**src/logic/lhm_consts.vh**
```
`ifndef LHM_CONSTS_VH
`define LHM_CONSTS_VH

// ------------------------------------------------------------
// Register addresses (page zero byte addresses)
// ------------------------------------------------------------
`define LHM_ADDR_LL2_MAIN    8'h2D
`define LHM_ADDR_LAMP_MAIN   8'h2E
`define LHM_ADDR_LCONV_MAIN  8'h2F
`define LHM_ADDR_RL2_MAIN    8'h30
`define LHM_ADDR_RAMP_MAIN   8'h31
`define LHM_ADDR_RCONV_MAIN  8'h32
`define LHM_ADDR_MAIN_LEVEL  8'h33
`define LHM_ADDR_LL2_COM     8'h34
`define LHM_ADDR_LAMP_COM    8'h35
`define LHM_ADDR_LCONV_COM   8'h36
`define LHM_ADDR_RL2_COM     8'h37
`define LHM_ADDR_FIRST       8'h2D
`define LHM_NUM_MIX          10

// ------------------------------------------------------------
// Field positions
// ------------------------------------------------------------
`define LHM_MIX_ROUTE_BIT    7
`define LHM_LVL_HI           7
`define LHM_LVL_LO           4
`define LHM_MUTE_OFF_BIT     3
`define LHM_PD_TRI_BIT       2
`define LHM_PEND_BIT         1
`define LHM_PWR_BIT          0

// ------------------------------------------------------------
// Reset values and limits
// ------------------------------------------------------------
`define LHM_MIX_RST          8'h00
`define LHM_LEVEL_RST        8'h04
`define LHM_MUTE_CODE_MIN    7'h76
`define LHM_LVL_MAX          4'h9

// ------------------------------------------------------------
// Timing: gain ramp step interval
// ------------------------------------------------------------
`define LHM_STEP_NS          40
`define LHM_CLK_NS           5
`define LHM_STEP_CYC         (`LHM_STEP_NS / `LHM_CLK_NS)

`endif

```
**src/logic/lhm_regs.v**
```verilog
// What this block does
// - Main reg 0 bit7 routes left line two
// - Main reg 1 bit7 routes left amp
// - Main reg 2 bit7 routes left converter
// - Main reg 3 bit7 routes right line two
// - Main reg 4 bit7 routes right amp
// - Main reg 5 bit7 routes right converter
// - Common reg 0 bit7 routes left line two
// - Common reg 1 bit7 routes left amp
// - Common reg 2 bit7 routes left converter
// - Common reg 3 bit7 routes right line two
// - Bits 6..0 attenuation code, reset zero
// - Level bits 7..4, 1 dB steps, reset 0
// - Bit3 set unmutes main driver, reset muted
// - Bit2 set tri-states when off, reset set
// - Bit1 reads one while gains pending
// - Bit0 set powers up main driver
// - Codes 118..127 select mute
`timescale 1ns/1ps
`default_nettype none
`include "lhm_consts.vh"

module lhm_regs (
	// Clock and reset
	input  wire        mclk,
	input  wire        rst_n,
	// Byte-wide control access
	input  wire        wr_en,
	input  wire        rd_en,
	input  wire [7:0]  addr,
	input  wire [7:0]  wr_data,
	output reg  [7:0]  rd_data,
	// Main driver mixing: routes and applied gains
	output reg  [5:0]  main_route,
	output reg  [41:0] main_gain,
	output reg  [5:0]  main_src_mute,
	// Common driver mixing
	output reg  [3:0]  com_route,
	output reg  [27:0] com_gain,
	output reg  [3:0]  com_src_mute,
	// Main driver controls
	output reg  [3:0]  main_level,
	output reg         main_unmute,
	output reg         main_pd_tristate,
	output reg         main_power_up,
	output reg         main_gain_pending
);

	// ------------------------------------------------------------
	// Storage
	// ------------------------------------------------------------
	reg  [7:0] mix_ff [0:`LHM_NUM_MIX-1];
	reg  [7:0] level_ff;
	wire [6:0] applied_w [0:5];
	wire [5:0] diff_w;
	reg  [7:0] nxt_rd_data;
	reg  [7:0] step_cnt_ff;
	reg        pend_ff;
	wire       step_tick;
	wire       mix_hit;
	wire [7:0] mix_idx_w;
	wire [3:0] mix_idx;
	wire       any_diff;
	integer    i_w;

	// Register number decode, offsets are consecutive bytes
	assign mix_idx_w = (addr > `LHM_ADDR_MAIN_LEVEL) ? (addr - `LHM_ADDR_FIRST - 8'h01)
		: (addr - `LHM_ADDR_FIRST);
	assign mix_idx   = mix_idx_w[3:0];
	assign mix_hit   = (addr >= `LHM_ADDR_LL2_MAIN) && (addr <= `LHM_ADDR_RL2_COM)
		&& (addr != `LHM_ADDR_MAIN_LEVEL);
	assign step_tick = (step_cnt_ff == (`LHM_STEP_CYC - 1));

	// ------------------------------------------------------------
	// Register writes
	// ------------------------------------------------------------
	// Route bit and attenuation code stored as written
	always @(posedge mclk)
	begin
		if (!rst_n)
		begin
			for (i_w = 0; i_w < `LHM_NUM_MIX; i_w = i_w + 1)
				mix_ff[i_w] <= `LHM_MIX_RST;
			level_ff <= `LHM_LEVEL_RST;
		end
		else if (wr_en)
		begin
			if (mix_hit)
				mix_ff[mix_idx] <= wr_data;
			else if (addr == `LHM_ADDR_MAIN_LEVEL)
				// Status bit is not storage; written value dropped
				level_ff <= {wr_data[7:2], 1'b0, wr_data[0]};
		end
	end

	// ------------------------------------------------------------
	// Gain ramp toward programmed codes
	// ------------------------------------------------------------
	// Applied gains step one code per tick, avoiding zipper noise
	always @(posedge mclk)
	begin
		if (!rst_n)
			step_cnt_ff <= 8'h00;
		else if (step_tick)
			step_cnt_ff <= 8'h00;
		else
			step_cnt_ff <= step_cnt_ff + 8'h01;
	end

	// ------------------------------------------------------------
	// Ramp stages, one per main-driver source
	// ------------------------------------------------------------
	// Only the main driver reports a pending status in this bank,
	// so only its six sources ramp; common gains apply at once.
	// All stages share one tick, so a full sweep of 127 codes takes
	// roughly a thousand clocks; hosts must poll the status bit.
	lhm_gain_step #(
		.CODE_W(7)
	) u_step_ll2 (
		.mclk      (mclk),
		.rst_n     (rst_n),
		.step_tick (step_tick),
		.target    (mix_ff[0][6:0]),
		.applied_ff(applied_w[0]),
		.differs   (diff_w[0])
	);

	lhm_gain_step #(
		.CODE_W(7)
	) u_step_lamp (
		.mclk      (mclk),
		.rst_n     (rst_n),
		.step_tick (step_tick),
		.target    (mix_ff[1][6:0]),
		.applied_ff(applied_w[1]),
		.differs   (diff_w[1])
	);

	lhm_gain_step #(
		.CODE_W(7)
	) u_step_lconv (
		.mclk      (mclk),
		.rst_n     (rst_n),
		.step_tick (step_tick),
		.target    (mix_ff[2][6:0]),
		.applied_ff(applied_w[2]),
		.differs   (diff_w[2])
	);

	lhm_gain_step #(
		.CODE_W(7)
	) u_step_rl2 (
		.mclk      (mclk),
		.rst_n     (rst_n),
		.step_tick (step_tick),
		.target    (mix_ff[3][6:0]),
		.applied_ff(applied_w[3]),
		.differs   (diff_w[3])
	);

	lhm_gain_step #(
		.CODE_W(7)
	) u_step_ramp (
		.mclk      (mclk),
		.rst_n     (rst_n),
		.step_tick (step_tick),
		.target    (mix_ff[4][6:0]),
		.applied_ff(applied_w[4]),
		.differs   (diff_w[4])
	);

	lhm_gain_step #(
		.CODE_W(7)
	) u_step_rconv (
		.mclk      (mclk),
		.rst_n     (rst_n),
		.step_tick (step_tick),
		.target    (mix_ff[5][6:0]),
		.applied_ff(applied_w[5]),
		.differs   (diff_w[5])
	);

	// Any main-path gain not yet at its target
	assign any_diff = |diff_w;

	// ------------------------------------------------------------
	// Read decode
	// ------------------------------------------------------------
	// Status bit comes live from the pending flag, never from storage.
	// Read data holds between reads so a slow host may sample late.
	always @*
	begin
		nxt_rd_data = rd_data;
		if (rd_en)
		begin
			case (addr)
				`LHM_ADDR_LL2_MAIN:   nxt_rd_data = mix_ff[0];
				`LHM_ADDR_LAMP_MAIN:  nxt_rd_data = mix_ff[1];
				`LHM_ADDR_LCONV_MAIN: nxt_rd_data = mix_ff[2];
				`LHM_ADDR_RL2_MAIN:   nxt_rd_data = mix_ff[3];
				`LHM_ADDR_RAMP_MAIN:  nxt_rd_data = mix_ff[4];
				`LHM_ADDR_RCONV_MAIN: nxt_rd_data = mix_ff[5];
				`LHM_ADDR_MAIN_LEVEL: nxt_rd_data = {level_ff[7:2], pend_ff, level_ff[0]};
				`LHM_ADDR_LL2_COM:    nxt_rd_data = mix_ff[6];
				`LHM_ADDR_LAMP_COM:   nxt_rd_data = mix_ff[7];
				`LHM_ADDR_LCONV_COM:  nxt_rd_data = mix_ff[8];
				`LHM_ADDR_RL2_COM:    nxt_rd_data = mix_ff[9];
				default:              nxt_rd_data = 8'h00; // Unmapped reads return zero
			endcase
		end
	end

	// A main-driver gain-changing write raises pending at once, before the compare catches up
	always @(posedge mclk)
	begin
		if (!rst_n)
			pend_ff <= 1'b0;
		else if (wr_en && mix_hit && (mix_idx < 4'd6)
			&& (wr_data[6:0] != applied_w[mix_idx[2:0]]))
			pend_ff <= 1'b1;
		else
			pend_ff <= any_diff;
	end

	// ------------------------------------------------------------
	// Outputs and read data
	// ------------------------------------------------------------
	always @(posedge mclk)
	begin
		if (!rst_n)
		begin
			rd_data           <= 8'h00;
			main_route        <= 6'h00;
			main_gain         <= 42'h0;
			main_src_mute     <= 6'h00;
			com_route         <= 4'h0;
			com_gain          <= 28'h0;
			com_src_mute      <= 4'h0;
			main_level        <= 4'h0;
			main_unmute       <= 1'b0;
			main_pd_tristate  <= 1'b1;
			main_power_up     <= 1'b0;
			main_gain_pending <= 1'b0;
		end
		else
		begin
			rd_data <= nxt_rd_data;
			// Left line two into the main driver
			main_route[0]      <= mix_ff[0][`LHM_MIX_ROUTE_BIT];
			main_gain[6:0]     <= applied_w[0];
			main_src_mute[0]   <= (applied_w[0] >= `LHM_MUTE_CODE_MIN);
			// Left gain amplifier into the main driver
			main_route[1]      <= mix_ff[1][`LHM_MIX_ROUTE_BIT];
			main_gain[13:7]    <= applied_w[1];
			main_src_mute[1]   <= (applied_w[1] >= `LHM_MUTE_CODE_MIN);
			// Left converter into the main driver
			main_route[2]      <= mix_ff[2][`LHM_MIX_ROUTE_BIT];
			main_gain[20:14]   <= applied_w[2];
			main_src_mute[2]   <= (applied_w[2] >= `LHM_MUTE_CODE_MIN);
			// Right line two into the main driver
			main_route[3]      <= mix_ff[3][`LHM_MIX_ROUTE_BIT];
			main_gain[27:21]   <= applied_w[3];
			main_src_mute[3]   <= (applied_w[3] >= `LHM_MUTE_CODE_MIN);
			// Right gain amplifier into the main driver
			main_route[4]      <= mix_ff[4][`LHM_MIX_ROUTE_BIT];
			main_gain[34:28]   <= applied_w[4];
			main_src_mute[4]   <= (applied_w[4] >= `LHM_MUTE_CODE_MIN);
			// Right converter into the main driver
			main_route[5]      <= mix_ff[5][`LHM_MIX_ROUTE_BIT];
			main_gain[41:35]   <= applied_w[5];
			main_src_mute[5]   <= (applied_w[5] >= `LHM_MUTE_CODE_MIN);
			// Left line two into the common driver
			com_route[0]       <= mix_ff[6][`LHM_MIX_ROUTE_BIT];
			com_gain[6:0]      <= mix_ff[6][6:0];
			com_src_mute[0]    <= (mix_ff[6][6:0] >= `LHM_MUTE_CODE_MIN);
			// Left gain amplifier into the common driver
			com_route[1]       <= mix_ff[7][`LHM_MIX_ROUTE_BIT];
			com_gain[13:7]     <= mix_ff[7][6:0];
			com_src_mute[1]    <= (mix_ff[7][6:0] >= `LHM_MUTE_CODE_MIN);
			// Left converter into the common driver
			com_route[2]       <= mix_ff[8][`LHM_MIX_ROUTE_BIT];
			com_gain[20:14]    <= mix_ff[8][6:0];
			com_src_mute[2]    <= (mix_ff[8][6:0] >= `LHM_MUTE_CODE_MIN);
			// Right line two into the common driver
			com_route[3]       <= mix_ff[9][`LHM_MIX_ROUTE_BIT];
			com_gain[27:21]    <= mix_ff[9][6:0];
			com_src_mute[3]    <= (mix_ff[9][6:0] >= `LHM_MUTE_CODE_MIN);
			// Reserved codes are the host's duty; clamp keeps the stage sane anyway
			main_level <= (level_ff[`LHM_LVL_HI:`LHM_LVL_LO] > `LHM_LVL_MAX) ? `LHM_LVL_MAX
				: level_ff[`LHM_LVL_HI:`LHM_LVL_LO];
			main_unmute       <= level_ff[`LHM_MUTE_OFF_BIT];
			main_pd_tristate  <= level_ff[`LHM_PD_TRI_BIT];
			main_power_up     <= level_ff[`LHM_PWR_BIT];
			main_gain_pending <= pend_ff;
		end
	end

endmodule // lhm_regs

// ------------------------------------------------------------
// One analog stage: applied code walks toward its target
// ------------------------------------------------------------
// A target rewritten mid-ramp simply turns the walk around; the
// stage never jumps, which keeps clicks out of the output.
// Limitation: the walk speed is fixed by the shared tick.
module lhm_gain_step #(
	parameter CODE_W = 7
) (
	// Clock and reset
	input  wire              mclk,
	input  wire              rst_n,
	// Step strobe and programmed code
	input  wire              step_tick,
	input  wire [CODE_W-1:0] target,
	// Code now driving the stage
	output reg  [CODE_W-1:0] applied_ff,
	output reg               differs
);

	// Mismatch flag feeds the pending status of the owner
	always @*
	begin
		differs = (applied_ff != target);
	end

	// One code per tick avoids zipper noise on large changes
	always @(posedge mclk)
	begin
		if (!rst_n)
			applied_ff <= {CODE_W{1'b0}};
		else if (step_tick && (applied_ff < target))
			applied_ff <= applied_ff + {{(CODE_W-1){1'b0}}, 1'b1};
		else if (step_tick && (applied_ff > target))
			applied_ff <= applied_ff - {{(CODE_W-1){1'b0}}, 1'b1};
	end

endmodule // lhm_gain_step
`default_nettype wire

```
**config.mk**
```make
export PLATFORM = sky130hd
export DESIGN_NAME = lhm_regs
export DESIGN_NICKNAME = d
export VERILOG_FILES = /design/src/logic/lhm_regs.v
export VERILOG_INCLUDE_DIRS = /design/src /design/src/logic
export SDC_FILE = /design/constraint.sdc
export NUM_CORES = 1
export LEC_CHECK = 0
export ABC_AREA = 1
export BUFFER_PORTS_ARGS = -buffer_cell sky130_fd_sc_hd__buf_4
export CELL_PAD_IN_SITES_DETAIL_PLACEMENT = 1
export CELL_PAD_IN_SITES_GLOBAL_PLACEMENT = 1
export CORE_MARGIN = 5
export CORE_UTILIZATION = 44
export DETAILED_ROUTE_END_ITERATION = 12
export PLACE_DENSITY = 0.82
export SYNTH_ARGS = -nofsm -noshare
export SYNTH_HDL_FRONTEND = slang
export SYNTH_SLANG_ARGS = --single-unit
```
**constraint.sdc**
```tcl
create_clock -name mclk -period 4 [get_ports mclk]
set_input_delay 0.4 -clock mclk [delete_from_list [all_inputs] [get_ports mclk]]
set_output_delay 0.4 -clock mclk [all_outputs]
set_load 0.02 [all_outputs]
```
==> summary.txt, run 1 <==
Route
  – Post-Route M1 WL: 14900 um
  – Total number of vias: 10500
  – Count of antenna-violating nets left after detailed routing: 0
  – Iteration-0 DRC Markers: 682
  – Wire length per cell: 19.7 um
  – Met3 layer wire length in the routed design: 2430 um
  – Detailed-routed wire length on met2: 18600 um
  – Drc violations: 0
  – WL final: 37800 um
  – Top routing layer in use: met4
  – Via/cell ratio: 5.49
  – First-pass DRT Iterations: 5

Setup path
  – Cell count of the worst reg-to-reg path: 15
  – Critical path destination: u_step_ramp.applied_ff[6]$_SDFFE_PN0P_
  – Buffers and inverters on the worst path: 1
  – Critical Path, Cell by Cell: ha_1 > nand2_1 > inv_1 > nand4_1 > or4_1 > fa_1 > a21oi_1 > o21bai_1 > nand2_1 > nand2_1 > a21oi_1 > nand3_1 > o21ai_0 > o21ai_0 > a21oi_1
  – Worst flop-to-flop path startpoint: step_cnt_ff[0]$_SDFF_PP0_
  – Endpoint of the worst-slack reg-to-reg timing path: u_step_ramp.applied_ff[6]$_SDFFE_PN0P_
  – Category of the critical setup timing path: reg2reg
  – CP arrival: 3930 ps
  – Internal reg-to-reg setup slack: 530 ps
  – Kind of start point of the critical path: flip-flop
  – Category of cells accounting for the largest share of critical-path delay: simple AND/OR/NAND/NOR gates
  – Largest driver fanout on the critical path: 6
  – Element type at the critical path end: flip-flop
  – Crit path largest cell delay: 770 ps
  – Cell with the largest stage delay on the worst path: or4_1
  – Endpoint required time on the critical path: 4460 ps
  – Critical path depth: 15
  – Crit path from: step_cnt_ff[0]$_SDFF_PP0_

Final layout
  – Layout cell share with drive strength beyond 1: 0.124
  – Number of standard cells in the layout, taps in and fillers out: 1916
  – Net count, final: 1659
  – Post-synthesis to final-layout area growth: 18.1%
  – Antenna diodes: 0

Die
  – DIE WIDTH: 174 um
  – DIE HEIGHT: 174 um
  – Area enclosed by the die boundary: 0.0302 mm2
  – Ports placed on the boundary: 126
  – Floorplan Core Area: 0.0267 mm2
  – Site row count: 60
  – Initial cell density of the core: 0.443

Global routing
  – Via count of the first global-routing pass: 11000
  – Total global-route track usage: 0.244
  – First-pass GRT wire length: 59100 um
  – Final global-route overflow total: 0
  – Largest net degree at the start of global routing: 62
  – Number of antenna violations at the first check in global routing: 0

Logic synthesis
  – Number of flops mapped to enable cells by yosys: 80
  – Number of different library cells in the post-synthesis netlist: 43
  – Synthesis-stage register bit count: 244
  – Fraction of registers with async set or reset after synthesis: 0
  – Number of warnings issued by yosys: 0
  – Cells after Synth: 1421
  – Sequential fraction of the synthesis area: 0.482
  – Combined area of all synthesized cells: 0.0118 mm2
  – Avg Cell Area, Syn: 8.31 um2
  – Post-Synthesis Net Count: 1525
  – Dominant synthesized flop cell: dfxtp_1

Clock network
  – Num CTS Buffers: 27
  – Setup Buffers After CTS: 0
  – CTS tree: built
  – Number of gates resized after cts: 0
  – Clock transition at the register clock pins on the worst setup and hold paths after CTS: 60 ps
  – Cts hold-fix bufs: 0
  – Buffer type at the clock tree root: clkbuf_16
  – Number of clock sinks seen by CTS: 244
  – Clock latency on the worst-skew pair: 540 ps
  – H-tree levels: 1
  – Bufs on Longest Clock Path: 3

STA
  – Achievable clock frequency: 288 MHz
  – Max Transition Viols Final: 0
  – Aggregate negative setup slack: 0 ps
  – Count of endpoints failing hold in the final timing report: 0
  – Max-slew headroom: 0.233
  – RSZ-0062 raised after global routing: false
  – Final WS setup: 527 ps
  – Shortest period the worst path allows: 3470 ps
  – Period utilisation layout: 0.868
  – Actual transition at the worst max-transition pin: 1120 ps
  – Clock Skew: 15.5 ps
  – Final setup vio count: 0

Job
  – Max-capacitance violation count: 0

Power and ir drop
  – Final Power: 5.64 mW
  – Worst-case vdd ir drop: 0.334 mV
  – Cell leakage power: 6.72 nW
  – Power density over cell area: 405 mW/mm2

Placement
  – Number of buffers added on ports: 125
  – Place WS: 602 ps
  – Half-perimeter wire length after detailed placement: 28300 um
  – Routability Congestion: 0.951
  – Number of cells in the design after placement: 1867

Hold path
  – Startpoint of the lowest-slack hold path: wr_data[2]
  – Type of the worst min-delay path: in2reg

Status
  – Status: complete, no violations
==> worst min-delay path, stage by stage <==
cell and delay, ps:
buf_4 120, nand2_1 60, o211ai_1 80
==> Yosys cell counts (2+ instances only) <==
master     instances  share of area
a221oi_1          12         0.0089
a21oi_1          109          0.046
inv_1            246          0.078
clkbuf_1          17         0.0054
buf_4              3         0.0019
clkinv_1           2        0.00064
fa_1               6          0.010
nand2_2            8         0.0042
edfxtp_1          80           0.20
o2bb2ai_1          2         0.0015
o22ai_1           16         0.0085
o21a_1             2         0.0013
o21ai_0           67          0.028
xor2_1            16          0.012
inv_2              7         0.0022
nand2_1          268          0.085
nand4_1           20          0.011
ha_1              78          0.083
buf_2              4         0.0017
nand3_2            2         0.0017
nor3_4             3         0.0041
o211ai_1           3         0.0019
nor2_1           134          0.043
or2_2              3         0.0016
nor3_1            12         0.0051
or4_1              3         0.0019
nor3b_1            2         0.0013
a22o_1             2         0.0015
o21bai_1           5         0.0032
dfxtp_1          164           0.28
buf_1              3        0.00095
nor4_1             7         0.0037
a211oi_1           9         0.0057
nand3b_1           7         0.0045
nand3_1           80          0.034
xnor2_1           12         0.0089
==> stage by stage <==
| stage | hold WS (ps) | instance area (um2) | util |
|---|---|---|---|
| floorplan | 404 | 11800 | - |
| global placement | 437 | 13100 | 0.492 |
| detailed placement | 436 | 13100 | 0.492 |
| CTS | 135 | 13900 | 0.523 |
| global route | 164 | 13900 | 0.523 |
| finish | 157 | 13900 | 0.523 |
==> cells in the final DEF, fill, tap and decap left out, drive strengths merged, types with 20 or more instances in the layout <==
cell and instances:
a21oi 109, buf 132, clkbuf 33, dfxtp 164, edfxtp 80, ha 78
inv 253, nand2 276, nand3 82, nand4 20, nor2 135, o21ai 67
==> cells by family (layout without fill, tap and decap cells) <==
family	count (synthesis)	in the layout	synth area share
and+or+nand+nor	552	552	0.203
buffers and inverters	282	436	0.0911
DFF	244	244	0.482
AOI/OAI and AO/OA	231	231	0.111
adders and majority gates	84	84	0.0929
xor gates and xnor gates	28	28	0.0208
==> worst min-delay path by stage <==
| stage | endpoint | slack [ps] | depth (start not counted) |
|---|---|---|---|
| after floorplan | main_pd_tristate$_SDFF_PN1_ | 400 | 2 |
| after global placement | main_power_up$_SDFF_PN0_ | 440 | 2 |
| after detailed placement | main_power_up$_SDFF_PN0_ | 440 | 2 |
| after CTS | level_ff[2]$_SDFFE_PN1P_ | 140 | 3 |
| after global routing | level_ff[2]$_SDFFE_PN1P_ | 160 | 3 |
| final | level_ff[2]$_SDFFE_PN1P_ | 160 | 3 |
==> cell type report <==
class	instances	area, um2
Tap cell	341	427
Clock buffer	33	708
Clock inverter	16	129
Multi-Input combinational cell	895	5040
Sequential cell	244	5690
Timing Repair Buffer	132	991
Fill cell	3202	12700
Inverter	255	957
==> where the power goes <==
part	internal (mW)	switching, mW	total (mW)	leakage, nW
clock	1.38	1.02	2.40	0.405
combinational	0.175	0.369	0.543	4.22
sequential	2.64	0.0592	2.70	2.09
==> flip-flops by register name, summed over array words and instances, names as in the netlist, 7 cells and up <==
name / cells
com_gain: 28
level_ff: 7
main_gain: 42
mix_ff: 80
rd_data: 8
step_cnt_ff: 8
u_step_lamp.applied_ff: 7
u_step_lconv.applied_ff: 7
u_step_ll2.applied_ff: 7
u_step_ramp.applied_ff: 7
u_step_rconv.applied_ff: 7
u_step_rl2.applied_ff: 7
==> per-layer routing <==
metal,global-route usage,vias to the layer above
li1,-,4920
met1,0.290,5151
met2,0.432,332
met3,0.0486,118
met4,0.101,0
met5,0,-
Power figures use the tool's default switching activity.
==> run 2, diff against run 1 <==
CORE_MARGIN = 3   (was 5)
PLACE_DENSITY = not set   (was 0.82)
PLACE_DENSITY_LB_ADDON = 0.1   (was not set)
==> run 2 against run 1 <==
Compared with the run above: total power down 1.3%; sequential cell count stayed put; critical path depth is the same; sequential power barely moved; utilization is 0.81 points higher.
==> summary.txt, run 2 (synthesized netlist as in run 1, its figures left out) <==
Clock network
  – Number of gates resized after cts: 0
  – Setup Buffers After CTS: 0
  – Bufs on Longest Clock Path: 3
  – Clock latency on the worst-skew pair: 560 ps
  – CTS tree: built
  – Number of clock sinks seen by CTS: 244
  – Cts hold-fix bufs: 0
  – Clock transition at the register clock pins on the worst setup and hold paths after CTS: 60 ps
  – H-tree levels: 1
  – Buffer type at the clock tree root: clkbuf_16
  – Num CTS Buffers: 27

Die
  – Initial cell density of the core: 0.450
  – Floorplan Core Area: 0.0262 mm2
  – Ports placed on the boundary: 126
  – DIE WIDTH: 170 um
  – Site row count: 59
  – DIE HEIGHT: 170 um
  – Area enclosed by the die boundary: 0.0288 mm2

STA
  – Period utilisation layout: 0.829
  – Final WS setup: 685 ps
  – RSZ-0062 raised after global routing: false
  – Actual transition at the worst max-transition pin: 1090 ps
  – Achievable clock frequency: 302 MHz
  – Shortest period the worst path allows: 3310 ps
  – Count of endpoints failing hold in the final timing report: 0
  – Max-slew headroom: 0.258
  – Clock Skew: 17.8 ps
  – Final setup vio count: 0
  – Aggregate negative setup slack: 0 ps
  – Max Transition Viols Final: 0

Global routing
  – Final global-route overflow total: 0
  – Number of antenna violations at the first check in global routing: 0
  – Total global-route track usage: 0.250
  – First-pass GRT wire length: 56300 um
  – Via count of the first global-routing pass: 10300
  – Largest net degree at the start of global routing: 63

Power and ir drop
  – Combinational power share: 0.096
  – Cell leakage power: 6.73 nW
  – Internal cell power: 4.10 mW
  – Switch share: 0.263
  – Switch Pwr: 1.47 mW
  – Worst-case vdd ir drop: 0.366 mV
  – Fraction of power consumed by sequential logic: 0.485
  – Final Power: 5.57 mW
  – Part of the power in the clock network: 0.420
  – Power density over cell area: 400 mW/mm2

Setup path
  – Critical Path, Cell by Cell: ha_1 > nand2_1 > inv_1 > nand4_1 > or4_1 > fa_1 > a21oi_1 > o21bai_1 > nand2_1 > nand2_1 > a21oi_1 > nand4_1 > o21ai_0 > o21ai_0 > a21oi_1
  – Crit path largest cell delay: 760 ps
  – Endpoint required time on the critical path: 4480 ps
  – Largest driver fanout on the critical path: 6
  – CP arrival: 3790 ps
  – Buffers and inverters on the worst path: 1
  – Category of the critical setup timing path: reg2reg
  – Cell with the largest stage delay on the worst path: or4_1
  – Element type at the critical path end: flip-flop
  – Category of cells accounting for the largest share of critical-path delay: simple AND/OR/NAND/NOR gates
  – Kind of start point of the critical path: flip-flop

Route
  – Total number of vias: 10200
  – WL final: 36400 um
  – Drc violations: 0
  – Count of antenna-violating nets left after detailed routing: 0
  – Iteration-0 DRC Markers: 797
  – First-pass DRT Iterations: 5
  – Via/cell ratio: 5.34
  – Wire length per cell: 19.0 um

Final layout
  – Flip-flop count of the largest register, all copies and words added: 80
  – Most frequent cells in the layout: nand2_1 (268), inv_1 (246), dfxtp_1 (164)
  – Layout cell share with drive strength beyond 1: 0.127
  – Net count, final: 1659
  – Core utilization of the finished layout: 0.531
  – Antenna diodes: 0
  – Most common cell after layout, fill and taps aside: nand2_1
  – Final std cell area, no fill: 0.0139 mm2
  – Post-synthesis to final-layout area growth: 17.9%
  – Leading registers by flop count: mix_ff x80, main_gain x42, com_gain x28
  – Biggest register: mix_ff

Placement
  – Number of buffers added on ports: 125
  – Half-perimeter wire length after detailed placement: 27400 um
  – Routability Congestion: 0.889
  – Placed cell areas: 0.0131 mm2
  – Place WS: 518 ps

Hold path
  – Type of the worst min-delay path: in2reg

Job
  – Max-capacitance violation count: 0

Status
  – Status: complete, no violations
[run 2: cell count changes in the layout (fill, tap and decap cells not counted), moves of 2 or more]
| cell | delta |
|---|---|
| clkinv_2 | +6 |
| clkinv_1 | -5 |
| bufinv_16 | -2 |
| clkinv_4 | -2 |
| clkinvlp_2 | -2 |
[run 2: through the flow]
stage               instances  hold slack [ps]
finish                   1911              110
global route             1911              122
CTS                      1911             88.0
detailed placement       1861              449
global placement         1861              443
floorplan                1421              404
[run 2: final cells by class]
class / instances / area [um2]
Fill cell: 3176 / 12300
Sequential cell: 244 / 5690
Multi-Input combinational cell: 895 / 5040
Timing Repair Buffer: 132 / 991
Inverter: 255 / 957
Clock buffer: 35 / 726
Tap cell: 335 / 419
Clock inverter: 15 / 97.6
[run 2: worst paths after layout]
| path | from | to | slack (ps) | depth (start not counted) |
|---|---|---|---|---|
| max | step_cnt_ff[0]$_SDFF_PP0_ | u_step_lamp.applied_ff[6]$_SDFFE_PN0P_ | 690 | 15 |
| min | wr_data[7] | level_ff[7]$_SDFFE_PN0P_ | 110 | 3 |
| max reg2reg | step_cnt_ff[0]$_SDFF_PP0_ | u_step_lamp.applied_ff[6]$_SDFFE_PN0P_ | 690 | 15 |
| min reg2reg | u_step_rl2.applied_ff[6]$_SDFFE_PN0P_ | main_gain[27]$_SDFF_PN0_ | 470 | 2 |
[run 2: power groups by stage]
stage                     clock [mW]  sequential (mW)  combinational (mW)
after floorplan                    0             2.76               0.307
after global placement             0             2.75               0.513
after detailed placement           0             2.75               0.526
after CTS                       2.38             2.70               0.532
after global routing            2.50             2.70               0.595
final                           2.34             2.70               0.534
[run 2: worst min-delay path, stage by stage]
cell and delay, ps:
buf_4 100, nor3_1 50, nor2_1 80
[run 2: routing by layer]
layer	global-route usage	routed length, um	vias up
li1	-	-	4927
met1	0.338	15800	4928
met2	0.422	17200	298
met3	0.0354	2430	56
met4	0.0654	931	0
met5	0	0	-
